[config.mk]
export PLATFORM = sky130hd
export DESIGN_NAME = wbr_sequencer
export DESIGN_NICKNAME = d
export VERILOG_FILES = /design/src/wbr_pkg.sv /design/src/wbr_sequencer.sv
export SDC_FILE = /design/constraint.sdc
export NUM_CORES = 1
export LEC_CHECK = 0
export BUFFER_PORTS_ARGS = -buffer_cell sky130_fd_sc_hd__buf_2
export CAP_MARGIN = 30
export CORE_ASPECT_RATIO = 0.75
export CORE_MARGIN = 5
export CORE_UTILIZATION = 54
export DETAILED_ROUTE_END_ITERATION = 16
export PLACE_DENSITY = 0.8
export RECOVER_POWER = 50
export SETUP_SLACK_MARGIN = 0.5
export SLEW_MARGIN = 5
export SYNTH_ARGS = -nofsm -noshare
export SYNTH_HDL_FRONTEND = slang
export SYNTH_SLANG_ARGS = --single-unit
[constraint.sdc]
create_clock -name hclk -period 5.1 [get_ports hclk]
set_clock_uncertainty 0.2 [all_clocks]
set_input_delay 1.02 -clock hclk [delete_from_list [all_inputs] [get_ports hclk]]
set_output_delay 1.02 -clock hclk [all_outputs]
set_load 0.01 [all_outputs]
[src/wbr_pkg.sv]
`default_nettype none
package wbr_pkg;

  // bus geometry
  localparam int unsigned DATA_W = 32;
  localparam int unsigned ADDR_W = 32;

  // clock rates and derived cycle counts
  localparam int unsigned CLK_HZ      = 125_000_000;
  localparam int unsigned LF_HZ       = 31_000;
  localparam int unsigned LF_DIV_CYC  = CLK_HZ / LF_HZ;
  localparam int unsigned POWERUP_TIMER_MS     = 64;
  localparam int unsigned POWERUP_TIMER_TICKS  = POWERUP_TIMER_MS * LF_HZ / 1000;
  localparam int unsigned WDT_MS      = 17;
  localparam int unsigned WDT_TICKS   = WDT_MS * LF_HZ / 1000;
  localparam int unsigned OST_PERIODS = 1024;

  localparam logic [11:0] LF_DIV_LAST = 12'(LF_DIV_CYC - 1);
  localparam logic [10:0] POWERUP_TIMER_LAST   = 11'(POWERUP_TIMER_TICKS - 1);
  localparam logic [9:0]  WDT_LAST    = 10'(WDT_TICKS - 1);
  localparam logic [9:0]  OST_LAST    = 10'(OST_PERIODS - 1);

  // register byte offsets
  localparam logic [7:0] OFS_CAUSE  = 8'h00;
  localparam logic [7:0] OFS_OPTION = 8'h04;
  localparam logic [7:0] OFS_CONFIG = 8'h08;
  localparam logic [7:0] OFS_STATUS = 8'h0c;

  // values after reset
  localparam logic [1:0] CAUSE_RESET  = 2'h0;
  localparam logic [3:0] OPTION_RESET = 4'hf;
  localparam logic [6:0] CONFIG_RESET = 7'h6d;
  localparam logic [1:0] FLAGS_RESET  = 2'h3;
  // pin synchroniser start values: brown-out reads supply low until synced
  localparam logic [2:0] PIN_SYNC_RESET = 3'b010;

  // field encodings
  localparam logic [1:0] OSC_EXT_RC    = 2'h0;
  localparam logic [1:0] OSC_INTERNAL  = 2'h1;
  localparam logic [1:0] OSC_EXT_CLOCK = 2'h2;
  localparam logic [1:0] OSC_CRYSTAL   = 2'h3;
  localparam logic [1:0] BOR_ALWAYS    = 2'h3;
  localparam logic [1:0] BOR_AWAKE     = 2'h2;
  localparam logic       BOR_LEVEL_MIN = 1'b0;
  localparam logic [2:0] HSIZE_WORD    = 3'h2;

  // configuration word
  typedef struct packed {
    logic [1:0] osc_mode;
    logic       brownout_level_sel;
    logic [1:0] brownout_enable_sel;
    logic       powerup_timer_disable_n;
    logic       watchdog_enable_fuse;
  } wbr_cfg_t;

  // timer option bits
  typedef struct packed {
    logic       prescaler_assign;
    logic [2:0] prescale_select;
  } wbr_opt_t;

  // sequencer states
  typedef enum logic [6:0] {
    ST_BOR  = 7'b0000001,
    ST_POWERUP_TIMER = 7'b0000010,
    ST_OST  = 7'b0000100,
    ST_MASTER_CLEAR_N = 7'b0001000,
    ST_RUN  = 7'b0010000,
    ST_SLP  = 7'b0100000,
    ST_WOST = 7'b1000000
  } wbr_state_t;

endpackage
`default_nettype wire

[src/wbr_sequencer.sv]
// Register access over AHB-Lite and the register offsets were decided locally.
`timescale 1ns/1ns
`default_nettype none
module wbr_sequencer
  import wbr_pkg::*;
(
  input  wire logic                      hclk,
  input  wire logic                      hresetn,
  input  wire logic                      hsel,
  input  wire logic [wbr_pkg::ADDR_W-1:0] haddr,
  input  wire logic [1:0]                htrans,
  input  wire logic                      hwrite,
  input  wire logic [2:0]                hsize,
  input  wire logic [wbr_pkg::DATA_W-1:0] hwdata,
  input  wire logic                      hready,
  output logic                           hreadyout,
  output logic [wbr_pkg::DATA_W-1:0]     hrdata,
  output logic                           hresp,
  input  wire logic                      master_clear_n,
  input  wire logic                      brownout_detect,
  input  wire logic                      osc_pin,
  input  wire logic                      erase_active,
  input  wire logic                      sleep_enter,
  input  wire logic                      wake_event,
  input  wire logic                      watchdog_clear_instr,
  input  wire logic                      timer_inc,
  output logic                           core_reset_n,
  output logic                           brownout_arm,
  output logic                           brownout_level,
  output logic                           timer_tick
);
  import wbr_pkg::*;

  wbr_state_t  state_reg;
  wbr_state_t  state_next;
  wbr_cfg_t    cfg_reg;
  wbr_opt_t    opt_reg;
  logic [1:0]  cause_reg;
  logic [1:0]  flags_reg;
  logic [11:0] div_reg;
  logic [10:0] powerup_timer_reg;
  logic [9:0]  ripple_reg;
  logic [7:0]  pre_cnt_reg;
  logic [2:0]  pin_raw;
  logic [2:0]  pin_sync;
  logic        osc_last_reg;
  logic        core_rst_n_reg;
  logic        bor_arm_reg;
  logic        bor_level_reg;
  logic        timer_tick_reg;
  logic        hreadyout_reg;
  logic        hresp_reg;
  logic [31:0] hrdata_reg;
  logic        wr_pend_reg;
  logic        rd_pend_reg;
  logic [7:0]  addr_reg;
  logic [31:0] rd_word;
  logic        lf_tick;
  logic        osc_edge;
  logic        crystal;
  logic        powerup_timer_en;
  logic        powerup_timer_done;
  logic        ost_active;
  logic        ost_done;
  logic        wdt_run;
  logic        wdt_tick;
  logic        wdt_clr;
  logic        wdt_timeout;
  logic        wake_go;
  logic        pre_src;
  logic        pre_wrap;
  logic        timer_hit;
  logic        bor_en;
  logic        bor_hit;
  logic        master_clear_n_hi;
  logic        bus_acc;
  wbr_state_t  after_bor;

  // last prescaler count for a ratio of 2^(sel+extra)
  function automatic logic [7:0] pre_last(input logic [2:0] sel, input logic extra);
    logic [8:0] r;
    r = (9'h001 << ({1'b0, sel} + {3'h0, extra})) - 9'h001;
    return r[7:0];
  endfunction

  // two-stage synchronisers for the pins
  assign pin_raw = {osc_pin, brownout_detect, master_clear_n};
  for (genvar i = 0; i < 3; i++) begin : g_sync
    logic s1_reg;
    logic s2_reg;
    always_ff @(posedge hclk or negedge hresetn) begin
      if (!hresetn) begin
        s1_reg <= PIN_SYNC_RESET[i]; // no false supply-good exit from hold
        s2_reg <= PIN_SYNC_RESET[i];
      end else begin
        s1_reg <= pin_raw[i];
        s2_reg <= s1_reg;
      end
    end
    assign pin_sync[i] = s2_reg;
  end

  assign master_clear_n_hi  = pin_sync[0];
  assign osc_edge = pin_sync[2] & ~osc_last_reg;

  // oscillator edge detector
  always_ff @(posedge hclk or negedge hresetn) begin
    if (!hresetn) begin
      osc_last_reg <= 1'b0;
    end else begin
      osc_last_reg <= pin_sync[2];
    end
  end

  // slow oscillator tick enable, one cycle in LF_DIV_CYC
  assign lf_tick = (div_reg == LF_DIV_LAST);
  always_ff @(posedge hclk or negedge hresetn) begin
    if (!hresetn) begin
      div_reg <= 12'h000;
    end else begin
      div_reg <= lf_tick ? 12'h000 : div_reg + 12'h001;
    end
  end

  // configuration decodes
  assign crystal    = (cfg_reg.osc_mode == OSC_CRYSTAL);
  assign powerup_timer_en    = ~cfg_reg.powerup_timer_disable_n;
  assign ost_active = (state_reg == ST_OST) || (state_reg == ST_WOST);
  assign ost_done   = ost_active && osc_edge && (ripple_reg == OST_LAST);
  assign powerup_timer_done  = (state_reg == ST_POWERUP_TIMER) && lf_tick && (powerup_timer_reg == POWERUP_TIMER_LAST);

  // shared prescaler: watchdog when assigned, timer otherwise
  assign pre_src   = opt_reg.prescaler_assign ? lf_tick : timer_inc;
  assign pre_wrap  = pre_src &&
                     (pre_cnt_reg == pre_last(opt_reg.prescale_select,
                                              ~opt_reg.prescaler_assign));
  assign wdt_tick  = opt_reg.prescaler_assign ? pre_wrap : lf_tick;
  assign timer_hit = opt_reg.prescaler_assign ? timer_inc : pre_wrap;

  // watchdog control terms
  assign wdt_run     = cfg_reg.watchdog_enable_fuse &&
                       ((state_reg == ST_RUN) || (state_reg == ST_SLP));
  assign wdt_clr     = watchdog_clear_instr && (state_reg == ST_RUN);
  assign wdt_timeout = wdt_run && wdt_tick && (ripple_reg == WDT_LAST);
  assign wake_go     = (state_reg == ST_SLP) && (wake_event || wdt_timeout);

  // prescaler counter
  always_ff @(posedge hclk or negedge hresetn) begin
    if (!hresetn) begin
      pre_cnt_reg <= 8'h00;
    end else if (wdt_clr && opt_reg.prescaler_assign) begin
      pre_cnt_reg <= 8'h00;
    end else if (wr_pend_reg && (addr_reg == OFS_OPTION)) begin
      pre_cnt_reg <= 8'h00; // reassignment restarts the shared count
    end else if (pre_src) begin
      pre_cnt_reg <= pre_wrap ? 8'h00 : pre_cnt_reg + 8'h01;
    end
  end

  // ripple counter: startup timer while borrowed, watchdog otherwise
  always_ff @(posedge hclk or negedge hresetn) begin
    if (!hresetn) begin
      ripple_reg <= 10'h000;
    end else if (ost_active) begin
      if (osc_edge) begin
        ripple_reg <= ost_done ? 10'h000 : ripple_reg + 10'h001;
      end
    end else if (!wdt_run || wdt_clr || wake_go || wdt_timeout) begin
      ripple_reg <= 10'h000;
    end else if (wdt_tick) begin
      ripple_reg <= ripple_reg + 10'h001;
    end
  end

  // power-up timer, restarted whenever its state is left
  always_ff @(posedge hclk or negedge hresetn) begin
    if (!hresetn) begin
      powerup_timer_reg <= 11'h000;
    end else if (state_reg != ST_POWERUP_TIMER) begin
      powerup_timer_reg <= 11'h000;
    end else if (lf_tick) begin
      powerup_timer_reg <= powerup_timer_reg + 11'h001;
    end
  end

  // brown-out enable and level, erase overrides configuration
  always_comb begin
    bor_en = erase_active ||
             (cfg_reg.brownout_enable_sel == BOR_ALWAYS) ||
             ((cfg_reg.brownout_enable_sel == BOR_AWAKE) && (state_reg != ST_SLP));
  end
  assign bor_hit = bor_en && pin_sync[1] && (state_reg != ST_BOR);

  always_ff @(posedge hclk or negedge hresetn) begin
    if (!hresetn) begin
      bor_arm_reg   <= 1'b0;
      bor_level_reg <= BOR_LEVEL_MIN;
    end else begin
      bor_arm_reg   <= bor_en;
      bor_level_reg <= erase_active ? BOR_LEVEL_MIN : cfg_reg.brownout_level_sel;
    end
  end

  // where to go once the supply is good again
  always_comb begin
    if (powerup_timer_en) begin
      after_bor = ST_POWERUP_TIMER;
    end else if (crystal) begin
      after_bor = ST_OST;
    end else begin
      after_bor = ST_MASTER_CLEAR_N;
    end
  end

  // sequencer next state
  always_comb begin
    state_next = state_reg;
    case (state_reg)
      ST_BOR: begin
        if (!(bor_en && pin_sync[1])) state_next = after_bor;
      end
      ST_POWERUP_TIMER: begin
        if (powerup_timer_done) state_next = crystal ? ST_OST : ST_MASTER_CLEAR_N;
      end
      ST_OST: begin
        if (ost_done) state_next = ST_MASTER_CLEAR_N;
      end
      ST_MASTER_CLEAR_N: begin
        if (master_clear_n_hi) state_next = ST_RUN;
      end
      ST_RUN: begin
        if (!master_clear_n_hi || wdt_timeout) state_next = ST_MASTER_CLEAR_N;
        else if (sleep_enter) state_next = ST_SLP;
      end
      ST_SLP: begin
        if (!master_clear_n_hi) state_next = ST_MASTER_CLEAR_N;
        else if (wake_go) state_next = crystal ? ST_WOST : ST_RUN;
      end
      ST_WOST: begin
        if (!master_clear_n_hi) state_next = ST_MASTER_CLEAR_N;
        else if (ost_done) state_next = ST_RUN;
      end
      default: state_next = ST_BOR;
    endcase
    if (bor_hit) state_next = ST_BOR;
  end

  // sequencer state and synchronous core release
  always_ff @(posedge hclk or negedge hresetn) begin
    if (!hresetn) begin
      state_reg      <= ST_BOR;
      core_rst_n_reg <= 1'b0;
    end else begin
      state_reg      <= state_next;
      core_rst_n_reg <= (state_next == ST_RUN) || (state_next == ST_SLP);
    end
  end

  // timer tick: shared prescaler wrap, or raw timer_inc while the watchdog has the prescaler
  always_ff @(posedge hclk or negedge hresetn) begin
    if (!hresetn) begin
      timer_tick_reg <= 1'b0;
    end else begin
      timer_tick_reg <= timer_hit;
    end
  end

  // timeout flag (bit 1) and powerdown flag (bit 0)
  always_ff @(posedge hclk or negedge hresetn) begin
    if (!hresetn) begin
      flags_reg <= FLAGS_RESET;
    end else if (bor_hit) begin
      flags_reg <= 2'h3;
    end else if (wdt_timeout && (state_reg == ST_SLP)) begin
      flags_reg <= 2'h0;
    end else if (wdt_timeout) begin
      flags_reg[1] <= 1'b0;
    end else if (sleep_enter && (state_reg == ST_RUN)) begin
      flags_reg <= 2'h2;
    end else if (wdt_clr) begin
      flags_reg <= 2'h3;
    end
  end

  // bus address phase acceptance
  assign bus_acc = hsel && htrans[1] && hready && hreadyout_reg && (hsize == HSIZE_WORD);

  always_ff @(posedge hclk or negedge hresetn) begin
    if (!hresetn) begin
      wr_pend_reg   <= 1'b0;
      rd_pend_reg   <= 1'b0;
      addr_reg      <= 8'h00;
      hreadyout_reg <= 1'b1;
      hresp_reg     <= 1'b0;
    end else begin
      wr_pend_reg   <= bus_acc && hwrite;
      rd_pend_reg   <= bus_acc && !hwrite;
      hreadyout_reg <= !(bus_acc && !hwrite);
      hresp_reg     <= 1'b0;
      if (bus_acc) addr_reg <= haddr[7:0];
    end
  end

  // read mux, unmapped offsets read zero
  always_comb begin
    rd_word = 32'h0000_0000;
    case (addr_reg)
      OFS_CAUSE:  rd_word[1:0] = cause_reg;
      OFS_OPTION: rd_word[3:0] = opt_reg;
      OFS_CONFIG: rd_word[6:0] = cfg_reg;
      OFS_STATUS: rd_word[8:0] = {state_reg, flags_reg};
      default:    rd_word = 32'h0000_0000;
    endcase
  end

  // read data is loaded in the single wait state
  always_ff @(posedge hclk or negedge hresetn) begin
    if (!hresetn) begin
      hrdata_reg <= 32'h0000_0000;
    end else if (rd_pend_reg) begin
      hrdata_reg <= rd_word;
    end
  end

  // option and configuration writes
  always_ff @(posedge hclk or negedge hresetn) begin
    if (!hresetn) begin
      opt_reg <= OPTION_RESET;
      cfg_reg <= CONFIG_RESET;
    end else if (wr_pend_reg) begin
      if (addr_reg == OFS_OPTION) opt_reg <= hwdata[3:0];
      if (addr_reg == OFS_CONFIG) cfg_reg <= hwdata[6:0];
    end
  end

  // reset-cause flags: brown-out clear beats a software write
  always_ff @(posedge hclk or negedge hresetn) begin
    if (!hresetn) begin
      cause_reg <= CAUSE_RESET;
    end else begin
      if (wr_pend_reg && (addr_reg == OFS_CAUSE)) cause_reg <= hwdata[1:0];
      if (bor_hit) cause_reg[0] <= 1'b0;
    end
  end

  assign hreadyout      = hreadyout_reg;
  assign hrdata         = hrdata_reg;
  assign hresp          = hresp_reg;
  assign core_reset_n   = core_rst_n_reg;
  assign brownout_arm   = bor_arm_reg;
  assign brownout_level = bor_level_reg;
  assign timer_tick     = timer_tick_reg;
endmodule // wbr_sequencer
`default_nettype wire

== Word-level counts from Yosys, hierarchy flattened ==
Index checks and enable logic that the tools add are counted.
Word-level totals
  output and inout bits: 38
  input bits: 82
  flip-flop bits (word level): 94
Operators by class
  equal/unequal tests: 26
  bitwise operators: 3
  muxes and demuxes: 43
  reduce and logical (&&, ||, !) cells: 49
  $add $sub $neg: 6
  shifts and indexed selects: 1
Operators with widths (count)
  $mux W7: 13
  $mux W10: 5
  $pmux W7 S7: 1
  $mux W8: 4
  $logic_and A1 B1 Y1: 24
  $mux W11: 2
  $eq A10 B10 Y1 const B: 2
  $eq A8 B4 Y1 const B: 2
  $eq A7 B5 Y1 const B: 2
  $eq A7 B6 Y1 const B: 2
  $add A12 B1 Y12 const B: 1
  $eq A12 B12 Y1 const B: 1
  $mux W12: 1
  $add A11 B1 Y11 const B: 1
  $eq A11 B11 Y1 const B: 1
  $add A10 B1 Y10 const B: 1
  $logic_or A1 B1 Y1: 10
  $mux W2: 5
  $add A8 B1 Y8 const B: 1
  $eq A8 B3 Y1 const B: 1
  $eq A8 B8 Y1: 1
  $logic_not A8 Y1: 1
  $mux W1: 8
  $pmux W2 S4: 1
  26 further kinds: 37

== Logic depth before layout (Yosys ltp) ==
  depth after elaboration: 17
  gate-level depth with buffers: 19
  gate-level depth less buffers: 16

== Worst setup path after synthesis ==
No wires, ideal clock.
  path type: reg2reg
  start point: reg opt_reg[3] (netlist bit)
  end point: reg ripple_reg[7]
  data arrival time: 4.469 ns
  stages on the path, launching flop included: 18
  clock period less this slack: 4.746 ns
  data required time: 4.823 ns
  path slack: 0.354 ns
  setup time: 0.077 ns
  path through: dfstp_2 -> clkbuf_1 -> inv_1 -> ha_1 -> ha_1 -> buf_2 -> xnor2_1 -> a22oi_1 -> or2_2 -> ha_1 -> xnor2_1 -> or3_1 -> a221o_1 -> or4_4 -> o211ai_4 -> nand2_4 -> or4_1 -> a21oi_1
Between the ends
  longest elaborated chain between the ends: 15
RTL lines
  start: declaration: RTL line wbr_sequencer.sv:37  | wbr_opt_t opt_reg;
  start signal: assignment: RTL line wbr_sequencer.sv:331  | if (addr_reg == OFS_OPTION) opt_reg <= hwdata[3:0];
  $not A1 Y1: RTL line wbr_sequencer.sv:136  | ~opt_reg.prescaler_assign));
  $add A3 B1 Y4: RTL line wbr_sequencer.sv:82  | r = (9'h001 << ({1'b0, sel} + {3'h0, extra})) - 9'h001;
  $shl A1 B4 Y8: RTL line wbr_sequencer.sv:82
  $sub A8 B1 Y8: RTL line wbr_sequencer.sv:82
  $eq A8 B8 Y1: RTL line wbr_sequencer.sv:135  | (pre_cnt_reg == pre_last(opt_reg.prescale_select,
  $logic_and A1 B1 Y1: RTL line wbr_sequencer.sv:134  | assign pre_wrap = pre_src &&
  $mux W1 *: RTL line wbr_sequencer.sv:137  | assign wdt_tick = opt_reg.prescaler_assign ? pre_wrap : lf_tick;
  $logic_and A1 B1 Y1 (2 in series): RTL line wbr_sequencer.sv:144  | assign wdt_timeout = wdt_run && wdt_tick && (ripple_reg == WDT_LAST);
  $logic_or A1 B1 Y1: RTL line wbr_sequencer.sv:145  | assign wake_go = (state_reg == ST_SLP) && (wake_event || wdt_timeout);
  $logic_and A1 B1 Y1: RTL line wbr_sequencer.sv:145
  $logic_or A1 B1 Y1 (2 in series): RTL line wbr_sequencer.sv:168  | end else if (!wdt_run || wdt_clr || wake_go || wdt_timeout) begin
  $reduce_bool A3 Y1 (no line) / $mux W10 (equally long branches)
  $reduce_and A2 Y1 (no line) / $mux W10 (equally long branches)
  end signal: assignment: RTL line wbr_sequencer.sv:166  | ripple_reg <= ost_done ? 10'h000 : ripple_reg + 10'h001;
  end signal: assignment: RTL line wbr_sequencer.sv:171  | ripple_reg <= ripple_reg + 10'h001;
  end: declaration: RTL line wbr_sequencer.sv:42  | logic [9:0] ripple_reg;
Every way passes the cells marked *; elsewhere a longest branch is shown, timed or not.
A chain may end at the register's enable or synchronous reset.

== Final worst setup path ==
  start point: reg opt_reg[3] (netlist bit)
  end point: reg ripple_reg[5]
The elaborated chain is that of the path after synthesis.

==> summary.md <==
| Metric | Value |
|---|---|
| Post-synthesis cell type count | `63` |
| Register area | `between 2000 and 2500 µm²` |
| Hold Path Cell Cnt | `0` |
| Post-synth EDFFs | `0` |
| Reg-to-reg critical path endpoint | `ripple_reg[5]` |
| Total grt overflow | `0` |
| Clock-pin slew on the worst setup and hold paths | `70 ps` |
| Wire length per cell | `between 15 and 20 µm` |
| CTS root buffer | `clkbuf_16` |
| Largest net degree at the start of global routing | `51` |
| Slew Limit Fails | `51` |
| Vias in the first global route | `3,825` |
| Worst-margin pin slew | `2605 ps` |
| Crit end category | `flop` |
| Initial cell density of the core | `56.13%` |
| Worst setup margin | `approximately 710 ps` |
| HP Class | `flop to flop` |
| Die width | `122.7 µm` |
| Failing checks | `max-capacitance violations, max-slew violations` |
| Max FO, Critical Path | `10` |
| Mean Syn Cell Area | `9.574 µm²` |
| CP required | `5170 ps` |
| Worst vdd ir | `0.1856 mV` |
| Post-synth top flop | `dfrtp_1` |
| Vias/cell | `5.776` |
| Fillers | `746` |
| LEAKAGE | `2.468 nW` |
| Crit Path Category | `flop to flop` |
| Synth Cell Area | `5141 µm²` |
| GRT Overall Usage | `19.91%` |
| Pwr dens | `296.2 nW/µm²` |
| Status | `complete, but fails checks` |
| Seq/Total Area, Yosys | `46.12%` |
| Initial antenna violation count | `0` |
| Hold wc startpoint | `g_sync[1].s1_reg` |
| H-tree depth | `3` |
| Final Setup Violations | `0` |
| DR pass1 iterations | `5` |
| Max_cap viols | `1` |
| P&R area growth vs syn | `11.46%` |
| Hold Path End | `g_sync[1].s2_reg` |
| Commonest non-fill, non-tap cells in the layout | `dfrtp_1 (79), nand2_1 (51), nor2_1 (43)` |
| Synth Register Bits | `94` |
| Synth async-reset ratio | `100.0%` |
| Reg2reg start | `opt_reg[3]` |
| Row cnt | `30` |
| Pre-CTS setup slack | `274.9 ps` |
| Diodes inserted | `0` |
| Drt drc | `0` |
| CP Launch Type | `flop` |
| Clk sink count | `94` |
| Max reg flops | `12` |
| Io pins | `between 100 and 150` |
| Synth Warn # | `0` |
| FMAX | `0.2280 GHz` |
| Via count | `about 4,100` |
| CP Data Arrival Time | `4460 ps` |
| Multi-input gate area | `2552 µm²` |
| CTS Buf Count | `9` |
| Final wirelength | `11.38 mm` |
| Die footprint | `11,590 µm²` |
| Reg2reg path depth | `15` |
| Final Hold Violating Endpoints | `0` |
| ANT nets after route | `0` |
| Slew Limit Headroom | `-73.65%` |
| Setup_tns | `0 ps` |
| Clock tree from TritonCTS | `done` |
| Core area | `9159 µm²` |
| Crit path time final | `4387 ps` |
| Final HPWL DP | `roughly 8.0 mm` |
| Routability cong. | `slightly below 0.9` |
| R2r setup slk | `710 ps` |
| Port-buffer cells | `45` |
| Crit share post-route | `86.01%` |
| Deepest clock path buffer count | `2` |
| Commonest non-fill, non-tap cell in the layout | `dfrtp_1` |
| RSZ-0062 raised after global routing | `false` |
| First-pass GRT wire length | `18.53 mm` |
| DRT iter0 DRCs | `329` |
| Post-CTS Hold Buffers | `0` |
| Layout Nets | `676` |
| Chip Height | `94.50 µm` |
| Synth Instances | `537` |
| Share of cells above drive strength 1 | `19.49%` |
| Worst-Skew Late Latency | `approximately 340 ps` |
==> cells by family after synthesis <==
group,Yosys count,share of synthesized area [%]
other,1,0.07294
and+or+nand+nor,209,21.03
DFF,94,46.12
buffers and inverters,64,6.765
adders and majority gates,9,2.190
muxes,27,6.255
AOI/OAI and AO/OA,100,11.95
xor gates and xnor gates,33,5.622
==> Yosys cell counts, drive strengths merged, types with 2 or more instances <==
cell type	instances	area (µm²)
dfrtp	79	1977
nand2	52	202.7
nor2	44	165.2
o21ai	40	200.2
buf	29	216.5
nand3	29	145.1
inv	23	86.33
a21oi	22	121.4
xor2	21	183.9
mux2	18	202.7
dfstp	15	394.1
clkbuf	12	45.04
xnor2	12	105.1
nand2b	11	68.82
nand4	11	68.82
or3	10	63.81
ha	9	112.6
or4	9	72.57
a31oi	8	50.05
o22ai	8	50.05
and3	7	43.79
mux2i	7	70.07
nor3	7	35.03
and2	5	33.78
or2	5	31.28
nor2b	4	25.02
nor3b	4	30.03
o211ai	4	43.79
o31ai	4	30.03
a22oi	3	22.52
and4	2	17.52
mux4	2	48.80
nand4b	2	17.52
o221ai	2	17.52
==> through the flow <==
stage | instance area (µm²) | hold slack [ps] | power (W) | instances | util [%]
after floorplan | 5229 | 131.2 | 0.0009982 | 560 | -
after global placement | 5384 | 133.2 | 0.001054 | 696 | 58.78
after detailed placement | 5384 | 149.1 | 0.001060 | 696 | 58.78
after CTS | 5689 | 158.3 | 0.001701 | 714 | 62.12
after global routing | 5731 | 162.8 | 0.001766 | 718 | 62.57
final | 5731 | 158.5 | 0.001697 | 718 | 62.57
==> critical path, stage by stage (launching register included) <==
cell and delay (ps):
dfstp_2 540, inv_1 80, ha_1 220, ha_4 200, nor2_2 150, a22oi_1 110
or2_2 310, ha_2 220, xnor2_1 140, or3_1 310, a221o_1 350, or4_4 460
o211ai_4 250, nand2_4 120, or4_1 510, a21oi_2 140
==> worst max-delay path by stage <==
| stage | start | to | slack, ps | depth (start not counted) |
|---|---|---|---|---|
| floorplan | opt_reg[3] | ripple_reg[7] | 530 | 17 |
| global placement | opt_reg[3] | flags_reg[0] | 320 | 15 |
| detailed placement | opt_reg[3] | flags_reg[0] | 270 | 15 |
| CTS | opt_reg[3] | ripple_reg[5] | 530 | 15 |
| global route | opt_reg[3] | ripple_reg[5] | 480 | 15 |
| finish | opt_reg[3] | ripple_reg[5] | 710 | 15 |
==> cell type report <==
| class | instances | area share, % |
|---|---|---|
| clock buffers | 10 | 4.170 |
| clock inverters | 6 | 0.7642 |
| inverters | 23 | 1.507 |
| multi-input cells | 403 | 44.54 |
| flip-flops and latches | 94 | 41.38 |
| well taps | 128 | 2.795 |
| repair buffers | 54 | 4.847 |
==> power breakdown <==
part / internal (W) / switching [W] / leakage [nW] / total, W
clock network: 0.000346 / 0.000289 / 0.139 / 0.000635
logic: 0.0000902 / 0.000139 / 1.12 / 0.000229
registers: 0.000787 / 0.0000461 / 1.21 / 0.000833
==> what timing repair did <==
item | 4_1_cts | 5_1_grt
setup buffers | 2 | 3
setup endpoints to repair | 16 | 15
pin swaps | 1 | 3
gates cloned | 0 | 1
gates resized for setup | 1 | 7
==> per-layer routing <==
layer	global-route usage, %	wire length, µm	up-vias
li1	-	-	1946
met1	28.14	5226	2023
met2	30.47	5211	157
met3	5.928	794	21
met4	4.287	144	0
met5	0	0	-
Note: power is estimated with default switching activity, not from simulation.
